`src/hdl/isl_params.svh`:
```
`ifndef ISL_PARAMS_SVH
`define ISL_PARAMS_SVH
// ----------------------------------------
// Register indices on the plain port
// ----------------------------------------
`define ISL_IDX_CTRL0 3'h0
`define ISL_IDX_CTRL1 3'h1
`define ISL_IDX_DATA 3'h2
`define ISL_IDX_ADDR 3'h3
`define ISL_IDX_TMO 3'h4
// ----------------------------------------
// Control zero fields
// ----------------------------------------
`define ISL_C0_FUNC 7:5
`define ISL_C0_DBC 3:2
`define ISL_C0_EN 1
`define ISL_C0_SPIINC 0
`define ISL_FUNC_RST 3'h7
`define ISL_FUNC_DIV4 3'h0
`define ISL_FUNC_DIV16 3'h1
`define ISL_FUNC_DIV64 3'h2
`define ISL_FUNC_SUB 3'h3
`define ISL_FUNC_TM0 3'h4
`define ISL_FUNC_SPIS 3'h5
`define ISL_FUNC_I2C 3'h6
`define ISL_DBC_NONE 2'h0
`define ISL_DBC_TWO 2'h1
`define ISL_DBC_CNT2 2'h1
`define ISL_DBC_CNT4 2'h3
// ----------------------------------------
// Control one fields
// ----------------------------------------
`define ISL_C1_HTX 4
`define ISL_C1_ACK_TO_SEND 3
`define ISL_C1_WAKE 1
// ----------------------------------------
// Time-out control fields
// ----------------------------------------
`define ISL_TO_EN 7
`define ISL_TO_FLAG 6
`define ISL_TO_PER 5:0
`define ISL_TO_PRE_LAST 5'h1F
// ----------------------------------------
// Misc counts
// ----------------------------------------
`define ISL_BITS_BYTE 4'h8
`define ISL_DIV4_MASK 6'h03
`define ISL_DIV16_MASK 6'h0F
`define ISL_DIV64_MASK 6'h3F
`endif

```
`src/hdl/isl_pkg.sv`:
```
package isl_pkg;
  // Gray coded along address, data and ack path
  typedef enum logic [2:0] {
    ST_IDLE = 3'h0,
    ST_ADDR = 3'h1,
    ST_ADDR_ACK = 3'h3,
    ST_RX = 3'h2,
    ST_RX_ACK = 3'h6,
    ST_TX = 3'h7,
    ST_TX_ACK = 3'h5,
    ST_WAIT = 3'h4
  } isl_state_t;
endpackage : isl_pkg

```
`src/hdl/isl_i2c_slave.sv`:
```
`timescale 1ns/10ps
`include "isl_params.svh"
// Function
// - Mode field selects SPI master/slave, I2C, none
// - SPI master bit clock from selected source
// - Debounce field selects none, two, four clocks
// - Disabled module floats pins
// - Enable rise resets flags, keeps control bits
// - Byte done low in transfer, high after
// - Address match flag follows address compare
// - Busy set on START, cleared on STOP
// - Transmit select chooses receiver or transmitter
// - Ack-to-send driven on ninth clock
// - Direction bit captured as read-only flag
// - Address match wakes when wake enabled
// - Received ack flag, reset value one
// - All bus data via shared data register
// - Address register shares SPI second control
// - Bits seven to one hold own address
// - Time-out from sub clock over 32
// - Match stores direction, acks ninth bit
// - Dummy data read releases SCL
module isl_i2c_slave
  import isl_pkg::*;
(
  // Clock and reset
  input wire logic clock_i,
  input wire logic rst_i,
  // Register port
  input wire logic [2:0] reg_addr_i,
  input wire logic [7:0] reg_wdata_i,
  input wire logic reg_wr_i,
  input wire logic reg_rd_i,
  output logic [7:0] reg_rdata_o,
  // Bus pins
  input wire logic scl_i,
  input wire logic sda_i,
  output logic scl_o,
  output logic scl_oe_o,
  output logic sda_o,
  output logic sda_oe_o,
  // Rate enables
  input wire logic sub_tick_i,
  input wire logic tm0_match_i,
  // Events
  output logic event_o,
  output logic wake_o,
  output logic spi_bit_tick_o
);
  // ----------------------------------------
  // Registers
  // ----------------------------------------
  logic [2:0] function_select;
  logic [1:0] debounce_select;
  logic module_enable, spi_incomplete_flag;
  logic byte_done_flag, addr_match_flag, bus_busy_flag, transmit_select, ack_to_send;
  logic master_read_request, addr_wake_enable, ack_received_n;
  logic [7:0] shift_data_register, own_address_register;
  logic timeout_enable, timeout_flag;
  logic [5:0] timeout_period;
  isl_state_t state;
  logic [7:0] shreg;
  logic [3:0] bit_cnt;
  logic [1:0] pin_s1, pin_s2, filt, filt_d;
  logic [4:0] tmo_pre;
  logic [5:0] tmo_cnt;
  logic [5:0] div_cnt;
  logic tm0_half;
  logic wr_c0, wr_c1, wr_data, wr_addr, wr_tmo, rd_data, en_rise;
  logic active, scl, sda, scl_rise, scl_fall, start_det, stop_det;
  logic byte_fall8, ev_match, ev_miss, ev_rx_byte, ev_tx_done, byte_start, tmo_hit, tmo_run;

  // ----------------------------------------
  // Decode and bus events
  // ----------------------------------------
  always_comb
  begin
    wr_c0 = reg_wr_i && reg_addr_i == `ISL_IDX_CTRL0;
    wr_c1 = reg_wr_i && reg_addr_i == `ISL_IDX_CTRL1;
    wr_data = reg_wr_i && reg_addr_i == `ISL_IDX_DATA;
    wr_addr = reg_wr_i && reg_addr_i == `ISL_IDX_ADDR;
    wr_tmo = reg_wr_i && reg_addr_i == `ISL_IDX_TMO;
    rd_data = reg_rd_i && reg_addr_i == `ISL_IDX_DATA;
    en_rise = wr_c0 && reg_wdata_i[`ISL_C0_EN] && !module_enable
              && reg_wdata_i[`ISL_C0_FUNC] == `ISL_FUNC_I2C;
    active = module_enable && function_select == `ISL_FUNC_I2C;
    scl = filt[1];
    sda = filt[0];
    scl_rise = scl && !filt_d[1];
    scl_fall = !scl && filt_d[1];
    start_det = active && scl && filt_d[1] && filt_d[0] && !sda;
    stop_det = active && scl && filt_d[1] && !filt_d[0] && sda;
    byte_fall8 = active && scl_fall && bit_cnt == `ISL_BITS_BYTE;
    ev_match = state == ST_ADDR && byte_fall8
               && shreg[7:1] == own_address_register[7:1];
    ev_miss = state == ST_ADDR && byte_fall8 && !ev_match;
    ev_rx_byte = state == ST_RX && byte_fall8;
    ev_tx_done = active && state == ST_TX_ACK && scl_fall;
    byte_start = active && scl_rise && bit_cnt == 4'h0
                 && (state == ST_ADDR || state == ST_RX || state == ST_TX);
    tmo_run = active && timeout_enable && bus_busy_flag && !scl_rise && !scl_fall;
    tmo_hit = tmo_run && sub_tick_i && tmo_pre == `ISL_TO_PRE_LAST
              && tmo_cnt == timeout_period;
  end

  // ----------------------------------------
  // Input sync and debounce
  // ----------------------------------------
  // First stage feeds only the second; the filter reads stage two
  for (genvar i = 0; i < 2; i++)
  begin : g_pin
    logic [1:0] dcnt;
    logic [1:0] need;
    assign need = (debounce_select == `ISL_DBC_NONE) ? 2'h0 :
                  (debounce_select == `ISL_DBC_TWO) ? `ISL_DBC_CNT2 : `ISL_DBC_CNT4;
    always_ff @(posedge clock_i)
    begin
      if (rst_i)
      begin
        pin_s1[i] <= 1'b1;
        pin_s2[i] <= 1'b1;
        filt[i] <= 1'b1;
        filt_d[i] <= 1'b1;
        dcnt <= 2'h0;
      end
      else
      begin
        pin_s1[i] <= i ? scl_i : sda_i;
        pin_s2[i] <= pin_s1[i];
        filt_d[i] <= filt[i];
        if (need == 2'h0 || pin_s2[i] == filt[i])
        begin
          filt[i] <= pin_s2[i];
          dcnt <= 2'h0;
        end
        else if (dcnt == need)
        begin
          filt[i] <= pin_s2[i];
          dcnt <= 2'h0;
        end
        else
          dcnt <= dcnt + 2'h1;
      end
    end
  end

  // ----------------------------------------
  // Software registers and status flags
  // ----------------------------------------
  always_ff @(posedge clock_i)
  begin
    if (rst_i)
    begin
      function_select <= `ISL_FUNC_RST;
      debounce_select <= 2'h0;
      module_enable <= 1'b0;
      spi_incomplete_flag <= 1'b0;
      transmit_select <= 1'b0;
      ack_to_send <= 1'b0;
      addr_wake_enable <= 1'b0;
      own_address_register <= 8'h00;
      timeout_enable <= 1'b0;
      timeout_period <= 6'h00;
    end
    else
    begin
      if (wr_c0)
      begin
        function_select <= reg_wdata_i[`ISL_C0_FUNC];
        debounce_select <= reg_wdata_i[`ISL_C0_DBC];
        module_enable <= reg_wdata_i[`ISL_C0_EN];
        spi_incomplete_flag <= reg_wdata_i[`ISL_C0_SPIINC]; // No meaning in I2C mode
      end
      if (wr_c1)
      begin
        transmit_select <= reg_wdata_i[`ISL_C1_HTX]; // Kept across enable rise
        ack_to_send <= reg_wdata_i[`ISL_C1_ACK_TO_SEND];
        addr_wake_enable <= reg_wdata_i[`ISL_C1_WAKE];
      end
      if (wr_addr)
        own_address_register <= reg_wdata_i; // Shared with SPI second control view
      if (wr_tmo)
      begin
        timeout_enable <= reg_wdata_i[`ISL_TO_EN];
        timeout_period <= reg_wdata_i[`ISL_TO_PER];
      end
    end
  end

  always_ff @(posedge clock_i)
  begin
    if (rst_i || en_rise)
    begin
      byte_done_flag <= 1'b1;
      addr_match_flag <= 1'b0;
      bus_busy_flag <= 1'b0;
      master_read_request <= 1'b0;
      ack_received_n <= 1'b1;
    end
    else
    begin
      if (byte_start)
        byte_done_flag <= 1'b0;
      if (ev_rx_byte || ev_tx_done)
        byte_done_flag <= 1'b1;
      if (start_det || ev_miss || byte_start)
        addr_match_flag <= 1'b0;
      if (ev_match)
      begin
        addr_match_flag <= 1'b1;
        master_read_request <= shreg[0];
      end
      if (stop_det || tmo_hit || !active)
        bus_busy_flag <= 1'b0;
      if (start_det)
        bus_busy_flag <= 1'b1;
      if (active && state == ST_TX_ACK && scl_rise)
        ack_received_n <= sda;
    end
  end

  // Hardware capture beats a same-cycle software write
  always_ff @(posedge clock_i)
  begin
    if (rst_i)
      shift_data_register <= 8'h00;
    else if (ev_rx_byte)
      shift_data_register <= shreg;
    else if (wr_data)
      shift_data_register <= reg_wdata_i;
  end

  // ----------------------------------------
  // Time-out counter
  // ----------------------------------------
  always_ff @(posedge clock_i)
  begin
    if (rst_i)
    begin
      tmo_pre <= 5'h00;
      tmo_cnt <= 6'h00;
      timeout_flag <= 1'b0;
    end
    else
    begin
      if (!tmo_run || tmo_hit)
      begin
        tmo_pre <= 5'h00;
        tmo_cnt <= 6'h00;
      end
      else if (sub_tick_i)
      begin
        tmo_pre <= tmo_pre + 5'h01; // Sub clock over 32
        if (tmo_pre == `ISL_TO_PRE_LAST)
          tmo_cnt <= tmo_cnt + 6'h01;
      end
      if (wr_tmo)
        timeout_flag <= reg_wdata_i[`ISL_TO_FLAG];
      if (tmo_hit)
        timeout_flag <= 1'b1; // Set wins over clear
    end
  end

  // ----------------------------------------
  // Bus state machine
  // ----------------------------------------
  always_ff @(posedge clock_i)
  begin
    if (rst_i)
    begin
      state <= ST_IDLE;
      shreg <= 8'h00;
      bit_cnt <= 4'h0;
      sda_oe_o <= 1'b0;
    end
    else if (!active || stop_det || tmo_hit)
    begin
      state <= ST_IDLE; // Released pins float when disabled
      bit_cnt <= 4'h0;
      sda_oe_o <= 1'b0;
    end
    else if (start_det)
    begin
      state <= ST_ADDR;
      bit_cnt <= 4'h0;
      sda_oe_o <= 1'b0;
    end
    else
    begin
      case (state)
        ST_ADDR, ST_RX:
        begin
          if (scl_rise)
          begin
            shreg <= {shreg[6:0], sda};
            bit_cnt <= bit_cnt + 4'h1;
          end
          else if (byte_fall8)
          begin
            if (state == ST_RX)
            begin
              state <= ST_RX_ACK;
              sda_oe_o <= !ack_to_send;
            end
            else if (ev_match)
            begin
              state <= ST_ADDR_ACK;
              sda_oe_o <= 1'b1;
            end
            else
              state <= ST_WAIT;
          end
        end
        ST_ADDR_ACK, ST_RX_ACK:
          if (scl_fall)
          begin
            sda_oe_o <= 1'b0;
            bit_cnt <= 4'h0;
            state <= (state == ST_RX_ACK || !transmit_select) ? ST_RX : ST_TX;
          end
        ST_TX:
        begin
          if (bit_cnt == 4'h0 && !scl)
          begin
            shreg <= shift_data_register;
            sda_oe_o <= !shift_data_register[7];
          end
          if (scl_rise)
            bit_cnt <= bit_cnt + 4'h1;
          else if (byte_fall8)
          begin
            sda_oe_o <= 1'b0;
            state <= ST_TX_ACK;
          end
          else if (scl_fall && bit_cnt != 4'h0)
          begin
            shreg <= {shreg[6:0], 1'b0};
            sda_oe_o <= !shreg[6];
          end
        end
        ST_TX_ACK:
          if (scl_fall)
          begin
            bit_cnt <= 4'h0;
            state <= ack_received_n ? ST_WAIT : ST_TX;
          end
        ST_IDLE, ST_WAIT:
          state <= state;
        default:
          state <= ST_IDLE;
      endcase
    end
  end

  // ----------------------------------------
  // Clock stretch and event outputs
  // ----------------------------------------
  // Holding SCL until software reads or writes the data register prevents overrun
  always_ff @(posedge clock_i)
  begin
    if (rst_i)
      scl_oe_o <= 1'b0;
    else if (ev_match || ev_rx_byte || (ev_tx_done && !ack_received_n))
      scl_oe_o <= 1'b1;
    else if (rd_data || wr_data || !active || stop_det || tmo_hit)
      scl_oe_o <= 1'b0;
  end

  always_ff @(posedge clock_i)
  begin
    if (rst_i)
    begin
      event_o <= 1'b0;
      wake_o <= 1'b0;
      scl_o <= 1'b0;
      sda_o <= 1'b0;
    end
    else
    begin
      event_o <= ev_match || ev_rx_byte || ev_tx_done;
      wake_o <= ev_match && addr_wake_enable;
      scl_o <= 1'b0;
      sda_o <= 1'b0;
    end
  end

  // ----------------------------------------
  // SPI master bit clock enable
  // ----------------------------------------
  always_ff @(posedge clock_i)
  begin
    if (rst_i)
    begin
      div_cnt <= 6'h00;
      tm0_half <= 1'b0;
      spi_bit_tick_o <= 1'b0;
    end
    else
    begin
      div_cnt <= div_cnt + 6'h01;
      if (tm0_match_i)
        tm0_half <= !tm0_half;
      case (function_select)
        `ISL_FUNC_DIV4: spi_bit_tick_o <= module_enable && (div_cnt & `ISL_DIV4_MASK) == `ISL_DIV4_MASK;
        `ISL_FUNC_DIV16: spi_bit_tick_o <= module_enable && (div_cnt & `ISL_DIV16_MASK) == `ISL_DIV16_MASK;
        `ISL_FUNC_DIV64: spi_bit_tick_o <= module_enable && div_cnt == `ISL_DIV64_MASK;
        `ISL_FUNC_SUB: spi_bit_tick_o <= module_enable && sub_tick_i;
        `ISL_FUNC_TM0: spi_bit_tick_o <= module_enable && tm0_match_i && tm0_half;
        default: spi_bit_tick_o <= 1'b0;
      endcase
    end
  end

  // ----------------------------------------
  // Read port
  // ----------------------------------------
  always_ff @(posedge clock_i)
  begin
    if (rst_i)
      reg_rdata_o <= 8'h00;
    else if (reg_rd_i)
      case (reg_addr_i)
        `ISL_IDX_CTRL0: reg_rdata_o <= {function_select, 1'b0, debounce_select, module_enable, spi_incomplete_flag};
        `ISL_IDX_CTRL1: reg_rdata_o <= {byte_done_flag, addr_match_flag, bus_busy_flag, transmit_select,
                                        ack_to_send, master_read_request, addr_wake_enable, ack_received_n};
        `ISL_IDX_DATA: reg_rdata_o <= shift_data_register;
        `ISL_IDX_ADDR: reg_rdata_o <= own_address_register;
        `ISL_IDX_TMO: reg_rdata_o <= {timeout_enable, timeout_flag, timeout_period};
        default: reg_rdata_o <= 8'h00;
      endcase
    else
      reg_rdata_o <= 8'h00;
  end
endmodule : isl_i2c_slave

```
`config.mk`:
```
export PLATFORM = sky130hd
export DESIGN_NAME = isl_i2c_slave
export DESIGN_NICKNAME = d
export VERILOG_FILES = /design/src/hdl/isl_pkg.sv /design/src/hdl/isl_i2c_slave.sv
export VERILOG_INCLUDE_DIRS = /design/src /design/src/hdl
export SDC_FILE = /design/constraint.sdc
export NUM_CORES = 1
export LEC_CHECK = 0
export BUFFER_PORTS_ARGS = -buffer_cell sky130_fd_sc_hd__buf_2
export CELL_PAD_IN_SITES_DETAIL_PLACEMENT = 1
export CELL_PAD_IN_SITES_GLOBAL_PLACEMENT = 1
export CORE_ASPECT_RATIO = 0.9
export CORE_UTILIZATION = 49
export DETAILED_ROUTE_END_ITERATION = 12
export PLACE_DENSITY_LB_ADDON = 0.1
export REMOVE_ABC_BUFFERS = 1
export SETUP_SLACK_MARGIN = 0.05
export SYNTH_ARGS = -nofsm -noshare
export SYNTH_HDL_FRONTEND = slang
export SYNTH_SLANG_ARGS = --single-unit
export TNS_END_PERCENT = 50
```
`constraint.sdc`:
```
create_clock -name clock_i -period 7.72 [get_ports clock_i]
set_clock_uncertainty 0.15 [all_clocks]
set_input_delay 1.544 -clock clock_i [delete_from_list [all_inputs] [get_ports clock_i]]
set_output_delay 1.544 -clock clock_i [all_outputs]
set_load 0.005 [all_outputs]
```
==> qor.yml <==
finalSetupViolCount: 0
layout-drive-gt1-share_pct: 13.5
leakage_nw: 1.82
nFillCells: 1122
async_flop_share_pct: 0
drtIter0Drc: 239
final_core_utilization_pct: 55.1
worst-setup-path-type: "primary input to register"
yosysUniqueCellTypes: 64
design.die.area_um2: 10100
fin_crit_sh_pct: 43.8
pwr-share-comb_pct: 5.9
cts_tree: "done"
die-height_um: 95.4
holdWs_ps: 292
coreArea_um2: 9250
clk_pin_slew_worst_paths_ps: 90
dp_cells: 678
grt_pass1_vias: 3998
post_cts_buffers: 0
start_kind: "primary input"
gr-total-overflow: 0
instances_no_fill: 694
ctsResizeCount: 0
synthToLayoutAreaGrowth_pct: 7.38
remaining_drc_errors: 0
clkSinkCount: 97
track_usage_pct: 27.4
worstPathArrival_ps: 3430
vias: 4078
dp_hpwl_um: 9430
antenna_found_initial: 0
power_density_nw_per_um2: 181
postSynthCellCount: 556
wl_per_cell_um: 18.8
ys_seq_elements: 97
cts_buffers: 9
p_int_w: 0.000698
status: "completed"
period_needed_ps: 3380
diodes: 0
ir_worst_vdd_uv: 126
fin_nets: 592
r2r-start: "tmo_pre[0]$_SDFFE_PP0P_"
clkLatencyLatePin_ps: 370
ff2ff_path_depth: 9
cts_root_buffer: "clkbuf_8"
die_w_um: 106
ys.flop_type: "dfxtp_1"
cp.required_ps: 7770
num_rows: 33
synth_area_um2: 4740
io_pins: 34
yosysWarnings: 0
start_util_pct: 51.3
drv_cap: 0
fin_setup_tns_ps: 0
drv_slew: 0
htree_levels: 3
swShare_pct: 24.5
whs_endpoint: "pin_s2[0]$_SDFF_PP1_"
path_max_fanout: 10
seqCellArea_um2: 1940
slew_headroom_pct: 30.9
synth_edf_count: 0
gp_congestion: 0.795
grt_setup_unrepaired: "false"
postRouteWirelength_um: 13100
seq_power_share_pct: 55.8
cp-end-kind: "register"
r2r-end: "shreg[5]$_SDFFE_PP0P_"
port_buffers: 31
ys_seq_area_share_pct: 40.9
min_from: "pin_s1[0]$_SDFF_PP1_"
p_clk_share_pct: 38.3
drtAntennaViolNets: 0
dr.pass1.iters: 4
hold_class: "register to register"
avgViaCountPerCell: 5.88
hold_viol_final: 0
syn_area_per_cell_um2: 8.53
grt_pass1_wl_um: 21100
fmax_mhz: 295
multi_input_area_um2: 2580
net-switching-power_w: 0.000226
tightest_slew_ps: 1030
clk_path_buf_depth: 2
hold_depth: 1
holdBufCountCts: 0
r2r_slack_ps: 4840
grt_max_degree: 70
==> metal layers <==
metal / routed length, um / vias to the layer above / part of all wire [%] / global-route usage (%)
met2: 5890 / 97 / 45 / 44.6
met5: 0 / - / 0 / 0
met4: 149 / 0 / 1.1 / 6.83
met3: 619 / 11 / 4.7 / 4.51
li1: - / 1966 / - / -
met1: 6410 / 2004 / 49 / 38.1
==> synth_stat cells, types with 3 or more instances <==
master	number	area, um2
dfxtp_1	97	1940
nand2_1	70	263
nor2_1	56	210
a21oi_1	42	210
clkbuf_1	22	82.6
mux2i_1	21	210
o21ai_0	19	95.1
xnor2_1	19	166
a22oi_1	12	90.1
inv_1	12	45.0
nand2b_1	12	75.1
nand3_1	12	60.1
xor2_1	11	96.3
a211oi_1	9	67.6
or2_2	9	56.3
or3_1	9	56.3
mux2_2	8	90.1
nor2b_1	8	50.1
and2_1	7	43.8
nand4_1	7	43.8
nor3_1	7	35.0
o22ai_1	7	43.8
a221oi_1	6	52.6
buf_6	6	67.6
ha_1	6	75.1
nor3b_1	5	37.5
a31oi_1	4	25.0
and3_1	4	25.0
nand3b_1	4	30.0
a21boi_0	3	22.5
buf_4	3	22.5
==> flip-flops by register name, summed over array words and instances, names as in the netlist, 3 cells and up <==
name	count
bit_cnt	4
div_cnt	6
function_select	3
g_pin.dcnt	4
own_address_register	8
reg_rdata_o	8
shift_data_register	8
shreg	8
state	3
timeout_period	6
tmo_cnt	6
tmo_pre	5
==> power by group through the flow <==
stage           logic, W  registers (W)  clock network, W
2_1_floorplan  0.0000267       0.000525                 0
3_3_place_gp   0.0000519       0.000527                 0
3_5_place_dp   0.0000537       0.000528                 0
4_1_cts        0.0000540       0.000516          0.000359
5_1_grt        0.0000597       0.000517          0.000380
6_report       0.0000543       0.000516          0.000354
==> layout make-up <==
| type | instances | area share (%) |
|---|---|---|
| repair buffers | 32 | 3.19 |
| flip-flops and latches | 97 | 38.1 |
| clock inverters | 5 | 1.20 |
| multi-input cells | 415 | 50.6 |
| inverters | 12 | 0.884 |
| clock buffers | 11 | 2.97 |
| well taps | 122 | 3.00 |
==> cell families after synthesis <==
kind of cell | after synthesis | synth area share (%)
other cells | 1 | 0.0790
fa+ha+maj | 6 | 1.58
buf+inv | 45 | 4.77
simple gates | 228 | 24.3
compound gates | 119 | 16.0
mux | 30 | 6.80
xor+xnor | 30 | 5.54
flops | 97 | 40.9
==> per-stage QoR <==
| step | total power (W) | cell area, um2 | setup slack (ps) |
|---|---|---|---|
| global placement | 0.000579 | 4880 | 4070 |
| global route | 0.000957 | 5090 | 4180 |
| detailed placement | 0.000581 | 4880 | 3970 |
| finish | 0.000924 | 5090 | 4340 |
| CTS | 0.000929 | 5090 | 4330 |
| floorplan | 0.000551 | 4570 | 4590 |
==> cells in the final DEF (no fill, tap or decap), types with 3 or more instances in the layout <==
cell type	count
a211oi_1	9
a21boi_0	3
a21oi_1	42
a221oi_1	6
a22oi_1	12
a31oi_1	4
and2_1	7
and3_1	4
buf_2	31
clkbuf_8	11
dfxtp_1	97
ha_1	6
inv_1	12
mux2_2	8
mux2i_1	21
nand2_1	70
nand2b_1	12
nand3_1	12
nand3b_1	4
nand4_1	7
nor2_1	56
nor2b_1	8
nor3_1	7
nor3b_1	5
o21ai_0	19
o22ai_1	7
or2_2	9
or3_1	9
xnor2_1	19
xor2_1	11
==> worst max path at each step <==
stage | startpoint | slack, ps | cells after the start | endpoint
global placement | sub_tick_i | 4070 | 7 | shreg[4]$_SDFFE_PP0P_
global route | sub_tick_i | 4180 | 7 | shreg[4]$_SDFFE_PP0P_
finish | sub_tick_i | 4340 | 7 | shreg[5]$_SDFFE_PP0P_
floorplan | sub_tick_i | 4590 | 6 | shreg[1]$_SDFFE_PP0P_
detailed placement | sub_tick_i | 3970 | 7 | shreg[1]$_SDFFE_PP0P_
CTS | sub_tick_i | 4330 | 7 | shreg[1]$_SDFFE_PP0P_
==> critical path: stages <==
cell and delay (ps):
buf_2 180, and2_1 290, nand4_1 130, nor4_1 630
a21oi_2 290, nand2_1 250, a221oi_1 130
(Power assumes the default switching activity.)
